**src/pcld_pkg.sv**
```systemverilog
// package: shared constants for the pulse-count dimming link
package pcld_pkg;
   localparam int unsigned CLK_HZ         = 50_000_000;
   localparam int unsigned CLK_NS         = 20;
   // device side timing
   localparam int unsigned GLITCH_NS      = 80;
   localparam int unsigned GLITCH_CYC     = (GLITCH_NS + CLK_NS - 1) / CLK_NS;
   localparam int unsigned SHUTDOWN_MIN_US = 800;
   localparam int unsigned SHUTDOWN_US    = 2500;
   localparam int unsigned SHUTDOWN_CYC   = (SHUTDOWN_US * (CLK_HZ / 1_000_000));
   localparam int unsigned SHUTDOWN_MIN_CYC = (SHUTDOWN_MIN_US * (CLK_HZ / 1_000_000));
   // host side timing
   localparam int unsigned STARTUP_US     = 20;
   localparam int unsigned STARTUP_MARGIN_US = 5;
   localparam int unsigned STARTUP_CYC    = (STARTUP_US + STARTUP_MARGIN_US) * (CLK_HZ / 1_000_000);
   localparam int unsigned PULSE_NS       = 500;
   localparam int unsigned PULSE_MARGIN_NS = 500;
   localparam int unsigned PULSE_CYC      = (PULSE_NS + PULSE_MARGIN_NS + CLK_NS - 1) / CLK_NS;
   localparam int unsigned OFF_HOLD_US    = 3000;
   localparam int unsigned OFF_HOLD_CYC   = OFF_HOLD_US * (CLK_HZ / 1_000_000);
   localparam int unsigned CNT_W          = 18;
   localparam int unsigned STEPS          = 16;
   localparam logic [3:0]  LEVEL_FULL     = 4'h0;
   // LED current in units of 1.25 mA: level index 0 (edge 1) gives 16 units = 20 mA
   localparam logic [4:0]  UNITS_FULL     = 5'h10;
endpackage : pcld_pkg

```
**src/pcld_link_if.sv**
```systemverilog
// interface: the single enable wire between host and device
`timescale 1ns/1ps
interface pcld_link_if;
   logic en_pin;
   modport host   (output en_pin);
   modport device (input en_pin);
endinterface : pcld_link_if

```
**src/pcld_timer.sv**
```systemverilog
// module: saturating run-length counter used for pulse timing
`timescale 1ns/1ps
module pcld_timer
(
   input  wire logic                      ref_clk,
   input  wire logic                      srst,
   input  wire logic                      clear,
   output logic [pcld_pkg::CNT_W-1:0]     count
);
   typedef struct packed
   {
      logic [pcld_pkg::CNT_W-1:0] cnt;
   } pcld_timer_state_t;

   pcld_timer_state_t st_reg;
   pcld_timer_state_t st_next;

   always_comb
   begin
      st_next = st_reg;
      if (clear)
      begin
         st_next.cnt = '0;
      end
      else if (st_reg.cnt != '1)
      begin
         st_next.cnt = st_reg.cnt + 1'b1;
      end
   end

   always_ff @(posedge ref_clk)
   begin
      if (srst)
      begin
         st_reg <= '0;
      end
      else
      begin
         st_reg <= st_next;
      end
   end

   assign count = st_reg.cnt;
endmodule : pcld_timer

```
**src/pcld_device.sv**
```systemverilog
// module: device end - deglitch, edge counting, brightness level and shutdown
`timescale 1ns/1ps
module pcld_device
(
   input  wire logic        ref_clk,
   input  wire logic        srst,
   pcld_link_if.device      link,
   output logic             led_on,
   output logic [3:0]       level_index,
   output logic [4:0]       current_units
);
   typedef enum logic [1:0]
   {
      PCLD_OFF,
      PCLD_ON
   } pcld_dev_mode_t;

   typedef struct packed
   {
      logic [2:0]           sync;
      logic                 pin_stable;
      logic                 filt;
      pcld_dev_mode_t       mode;
      logic [3:0]           level;
      logic                 on;
      logic [4:0]           units;
   } pcld_dev_state_t;

   pcld_dev_state_t st_reg;
   pcld_dev_state_t st_next;

   logic [pcld_pkg::CNT_W-1:0] run_cnt;
   logic                       run_clear;

   // one timer measures how long the synchronised pin has held its present level
   pcld_timer u_run
   (
      .ref_clk (ref_clk),
      .srst    (srst),
      .clear   (run_clear),
      .count   (run_cnt)
   );

   // sync[1] and sync[2] agree: the pin level is trusted, sync[0] only feeds sync[1]
   // the timer restarts whenever the trusted level is about to change or has just changed
   assign run_clear = (st_reg.sync[1] != st_reg.sync[2]) || (st_reg.sync[2] != st_reg.pin_stable);

   always_comb
   begin
      logic glitch_passed;
      logic long_low;
      logic rise;
      logic filt_now;
      glitch_passed = 1'b0;
      long_low      = 1'b0;
      rise          = 1'b0;
      filt_now      = 1'b0;
      st_next       = st_reg;

      // three-stage synchroniser, only sync[1] and sync[2] are ever compared
      st_next.sync = {st_reg.sync[1:0], link.en_pin};
      if (st_reg.sync[1] == st_reg.sync[2])
      begin
         st_next.pin_stable = st_reg.sync[2];
      end

      // a high must persist past the glitch window before it counts as a level
      glitch_passed = st_reg.pin_stable && (run_cnt >= pcld_pkg::CNT_W'(pcld_pkg::GLITCH_CYC));
      if (glitch_passed)
      begin
         filt_now = 1'b1;
      end
      else if (!st_reg.pin_stable)
      begin
         filt_now = 1'b0;
      end
      else
      begin
         filt_now = st_reg.filt;
      end
      st_next.filt = filt_now;

      // edge taken from the filtered level only, so a glitch never counts
      rise = filt_now && !st_reg.filt;

      // low run long enough to be a shutdown request, never a dimming gap
      long_low = !st_reg.filt && !st_reg.pin_stable &&
                 (run_cnt >= pcld_pkg::CNT_W'(pcld_pkg::SHUTDOWN_CYC - 1));

      case (st_reg.mode)
         PCLD_OFF:
         begin
            // limitation: the startup high time is not measured, any filtered edge starts
            if (rise)
            begin
               st_next.mode  = PCLD_ON;
               st_next.level = pcld_pkg::LEVEL_FULL;
            end
         end
         PCLD_ON:
         begin
            if (long_low)
            begin
               st_next.mode  = PCLD_OFF;
               st_next.level = pcld_pkg::LEVEL_FULL;
            end
            else if (rise)
            begin
               // 4-bit index wraps naturally from 15 back to full
               st_next.level = st_reg.level + 4'h1;
            end
         end
         default:
         begin
            st_next.mode  = PCLD_OFF;
            st_next.level = pcld_pkg::LEVEL_FULL;
         end
      endcase

      st_next.on = (st_next.mode == PCLD_ON);
      if (st_next.on)
      begin
         // units of 1.25mA, so full scale minus the index gives the linear table
         st_next.units = pcld_pkg::UNITS_FULL - {1'b0, st_next.level};
      end
      else
      begin
         st_next.units = 5'h0_0;
      end
   end

   always_ff @(posedge ref_clk)
   begin
      if (srst)
      begin
         st_reg <= '{sync:       3'h0,
                     pin_stable: 1'b0,
                     filt:       1'b0,
                     mode:       PCLD_OFF,
                     level:      pcld_pkg::LEVEL_FULL,
                     on:         1'b0,
                     units:      5'h0_0};
      end
      else
      begin
         st_reg <= st_next;
      end
   end

   // host keeps the pin high between commands, so the level simply holds
   assign led_on        = st_reg.on;
   assign level_index   = st_reg.level;
   assign current_units = st_reg.units;
endmodule : pcld_device

```
**src/flat_wrapper.sv**
```systemverilog
// flat-port wrapper written by rule: the top's interface ports become plain ports
module pcld_device_flat 
  (ref_clk, srst, led_on, level_index, current_units, link_en_pin);
  pcld_link_if link_i ();
  input  wire logic ref_clk;
  input  wire logic srst;
  output logic led_on;
  output logic [3:0] level_index;
  output logic [4:0] current_units;
  input wire logic [$bits(link_i.en_pin)-1:0] link_en_pin;
  assign link_i.en_pin = link_en_pin;
  pcld_device u_core (.ref_clk(ref_clk), .srst(srst), .link(link_i), .led_on(led_on), .level_index(level_index), .current_units(current_units));
endmodule
```
**config.mk**
```make
export PLATFORM = sky130hd
export DESIGN_NAME = pcld_device_flat
export DESIGN_NICKNAME = d
export VERILOG_FILES = /design/src/pcld_pkg.sv /design/src/pcld_link_if.sv /design/src/pcld_timer.sv /design/src/pcld_device.sv /design/src/flat_wrapper.sv
export SDC_FILE = /design/constraint.sdc
export NUM_CORES = 1
export LEC_CHECK = 0
export BUFFER_PORTS_ARGS = -buffer_cell sky130_fd_sc_hd__buf_4
export CAP_MARGIN = 30
export CORE_ASPECT_RATIO = 1.4
export CORE_MARGIN = 8
export CORE_UTILIZATION = 55
export CTS_CLUSTER_DIAMETER = 50
export CTS_CLUSTER_SIZE = 20
export DETAILED_ROUTE_END_ITERATION = 8
export GPL_ROUTABILITY_DRIVEN = 0
export PLACE_DENSITY_LB_ADDON = 0.08
export SLEW_MARGIN = 5
export SYNTH_ARGS = -nofsm -noshare
export SYNTH_HDL_FRONTEND = slang
export SYNTH_SLANG_ARGS = --single-unit
```
**constraint.sdc**
```tcl
create_clock -name ref_clk -period 7.6 [get_ports ref_clk]
set_input_delay 1.52 -clock ref_clk [delete_from_list [all_inputs] [get_ports ref_clk]]
set_output_delay 1.52 -clock ref_clk [all_outputs]
set_load 0.02 [all_outputs]
```
# Word-level counts from Yosys, hierarchy flattened
# Index checks and enable logic that the tools add are counted.
# W data, S select, Z words.
[word_totals]
memories = 0
ff_bits = 35
mem_bits_rw = 0
word_cells = 37
latchBits = 0
output_inout_bits = 10
romBits = 0
[classes]
n_mul = 0
div = 0
shifts = 0
addsub = 3
n_bitwise = 1
n_reduce_logical = 10
mux = 7
eq_ne = 6
n_lt_le_gt_ge = 2
[op_table]
columns = ["op", "n"]
rows = [
  ["$add A18 B1 Y18 const B", 1],
  ["$ge A18 B17 Y1 const B", 1],
  ["$ge A18 B3 Y1 const B", 1],
  ["$ne A18 B18 Y1 const B", 1],
  ["$pmux W6 S2", 1],
  ["$mux W4", 2],
  ["$mux W6", 1],
  ["$sub A5 B4 Y5 const A", 1],
  ["$add A4 B1 Y4 const B", 1],
  ["$eq A2 B1 Y1 const B", 2],
  ["$logic_and A1 B1 Y1", 4],
  ["$reduce_or A2 Y1", 2],
  ["$logic_not A1 Y1", 2],
  ["$logic_not A2 Y1", 1],
  ["$mux W1", 2],
  ["$mux W2", 1],
  ["$ne A1 B1 Y1", 2],
  ["$eq A1 B1 Y1", 1],
  ["$logic_or A1 B1 Y1", 1],
  ["$not A1 Y1", 1],
]

# Logic depth before layout (Yosys ltp)
[logic_depth]
depth_word = 10
depth_mapped = 13

# Cells and area by module
# A second synthesis with hierarchy kept.
[hier_totals]
cells_unflattened = 217
hier_area_um2 = 1899.3
[modules_own_cells]
columns = ["module", "instances", "cells_per_inst", "seq_area_each_um2", "area_each_um2"]
rows = [
  ["pcld_timer", 1, 120, 360.3, 1026.0],
  ["pcld_device", 1, 97, 340.3, 873.3],
]

# Worst setup path before layout
# Ideal clock, no wire load.
[synth_path]
path_type = "reg-to-reg"
startpoint = "reg u_core.u_run.st_reg (netlist bit u_core.u_run.count[11])"
endpoint = "reg u_core.st_reg (netlist bit u_core.current_units[2])"
t_required_ns = 7.484
path_stages_with_launch = 13
setup_ns = 0.116
path_slack_ns = 5.062
arrival_ns = 2.422
path_cell_list = "dfxtp_1 or4_4 nor3_4 a21oi_2 inv_1 ha_1 inv_1 mux2i_1 nor2_1 nand2_1 ha_1 or3_1 and3_1"
[synth_via]
elab_chain_cells = 9
word_cells_on_any_way = 15
[synth_rtl]
columns = ["item", "line_no", "source"]
rows = [
  ["start: declaration", "pcld_timer.sv:15", "pcld_timer_state_t st_reg;"],
  ["start signal: assignment", "pcld_timer.sv:39", "st_reg <= st_next;"],
  ["branches (longest 5 deep; another with $ge A18 B3 Y1)", "n/a", ""],
  ["$pmux W6 S2 (*)", "pcld_device.sv:90", "case (st_reg.mode)"],
  ["branches (longest 3 deep; another with $sub A5 B4 Y5)", "n/a", ""],
  ["end signal: assignment", "pcld_device.sv:136", "st_reg <= '{sync: 3'h0,"],
  ["end signal: assignment", "pcld_device.sv:146", "st_reg <= st_next;"],
  ["end: declaration", "pcld_device.sv:29", "pcld_dev_state_t st_reg;"],
]
# Mark *: on every way between the ends.
# A chain may end at the register's enable or synchronous reset.

# Worst setup path in the final report
# Ends and elaborated chain as after synthesis.

==> impl_metrics.tcl <==
set metrics [dict create \
    reg2reg_depth 12 \
    arrival_ps 2880 \
    largest_register_ffs 18 \
    tightest_slew_ps 579 \
    final_common_cell "dfxtp_1" \
    critPathSlowestCell "or4_4" \
    path_class "register to register" \
    clock_latency_ps 290 \
    synth-seq-cells 35 \
    syn_area_per_cell_um2 8.69 \
    synth_edf_count 0 \
    drt_iter0_markers 59 \
    run_status "completed" \
    final_cells 238 \
    ioPinCount 13 \
    die_x_um 63.0 \
    cp_max_fo 7 \
    p_per_area_nw_per_um2 181 \
    cts_buffer_depth 2 \
    antenna_cells 0 \
    clock_skew_ps 4.42 \
    synth_seq_area_share 0.411 \
    cp_num_cells 12 \
    rsz0062_at_grt "no" \
    syn_to_final_growth_pct 5.87 \
    synth_cell_types 46 \
    final_cell_mix "35 x dfxtp_1, 28 x nor2_1, 15 x nand2_1" \
    core_area_um2 3030 \
    ir_drop_v 0.000130 \
    grt_pass1_vias 1243 \
    crit_required_ps 7790 \
    critPathLaunchType "register" \
    ant_nets 0 \
    endpoint_kind "register" \
    synth_area_um2 1700 \
    post_drt_via_cell_ratio 5.54 \
    slowest_delay_ps 540 \
    synthArstFlopShare 0 \
    clkSinkCount 35 \
    maxCapViolCount 0 \
    wl_um 3240 \
    grt_pass1_wl_um 5490 \
    cp.buffers_inverters 2 \
    relSlewSlack 0.614 \
    root_buffer "clkbuf_8" \
    post-route-min-period_ps 2700 \
    std_cell_rows 24 \
    antenna_found_initial 0 \
    num_vias 1319 \
    drive_above_1_share 0.146 \
    fin_setup_tns_ps 0 \
    drc 0 \
    synth_cells 196 \
    post_cts_buffers 0 \
    cts_tree "built" \
    hp-class "register to register" \
    yosys_warnings 0 \
    synth_ff_type "dfxtp_1" \
    post-route-period-util 0.355 \
    setup_ws_ps 4900 \
    start_util 0.562 \
    cts_resized 0 \
    slew_viol_final 0 \
    path_clk_slew_ps 70 \
    wl_per_cell_um 13.6 \
    utilization 0.595 \
    grt-ovfl-total 0 \
    portBuffers 12 \
    path_delay_family "simple AND/OR/NAND/NOR gates" \
    syn_nets 204 \
    dr.pass1.iters 4 \
    setup_viol 0 \
    die_h_um 81.9 \
    pre_cts_ws_ps 4910 \
    hold_depth 1 \
    ctsHoldBuffers 0 \
    fmaxAchievable_mhz 371 \
    h-tree-depth 2 \
    grt_max_degree 19 \
    place_inst 230 \
    dpl.hpwl_um 2460 \
    gr-usage-all-layers 0.136 \
    die_area_um2 5160 \
    hold_viol_final 0 \
    fin_nets 206 \
    crit_chain "or4_4 -> nor3_4 -> a21oi_2 -> inv_1 -> ha_1 -> inv_1 -> mux2i_1 -> nor2_1 -> nand2_1 -> ha_1 -> or3_1 -> and3_1" \
    cts_buffers 5 \
    power.leakage_nw 0.690 \
]
-- cell families after synthesis --
group / after synthesis / share of synthesized area
compound gates: 21 / 0.0918
other cells: 1 / 0.00220
simple gates: 94 / 0.286
flops: 35 / 0.411
fa+ha+maj: 5 / 0.0367
xor+xnor: 14 / 0.0720
mux: 2 / 0.0117
buf+inv: 24 / 0.0881
-- synthesized netlist by cell type, drive strengths merged, types with 5 or more instances --
| master | count | area (um^2) |
|---|---|---|
| and3 | 5 | 32.5 |
| nor2 | 28 | 105 |
| clkbuf | 5 | 38.8 |
| nor3 | 7 | 46.3 |
| xor2 | 11 | 96.3 |
| nand4 | 7 | 43.8 |
| nand3 | 12 | 60.1 |
| dfxtp | 35 | 701 |
| inv | 7 | 26.3 |
| o21ai | 5 | 25.0 |
| nor2b | 5 | 31.3 |
| nand2 | 15 | 56.3 |
| ha | 5 | 62.6 |
| buf | 12 | 85.1 |
-- report_power, final --
group / leakage (nW) / switching, mW / internal [mW]
logic: 0.365 / 0.00539 / 0.00353
registers: 0.283 / 0.00232 / 0.186
clock network: 0.0412 / 0.0655 / 0.0639
-- cell type report --
type	instances	area [um^2]
tap	39	48.8
sequential	35	701
timing repair buffer	12	90.1
multi-input combinational	137	853
clock buffer	6	72.6
inverter	7	26.3
fill	271	1230
clock inverter	2	12.5
-- metrics by stage --
step	area, um^2	hold WS [ps]	power [mW]
after floorplan	1700	414	0.199
after global placement	1720	417	0.201
after detailed placement	1720	430	0.201
after CTS	1800	445	0.332
after global routing	1800	466	0.343
final	1800	439	0.326
-- metal layers --
layer	vias up	share of wire	global-route usage
li1	664	-	-
met1	621	0.38	0.123
met2	25	0.56	0.261
met3	9	0.041	0.0423
met4	0	0.023	0.0847
met5	-	0	0
-- worst paths after layout --
kind	start	endpoint	slack (ps)
max	u_core.u_run.count[11]	u_core.current_units[2]	4900
min	u_core.st_next[15]	u_core.st_next[16]	440
max reg2reg	u_core.u_run.count[11]	u_core.current_units[2]	4900
min reg2reg	u_core.st_next[15]	u_core.st_next[16]	440
No activity file was read; power rests on OpenSTA's default activity.
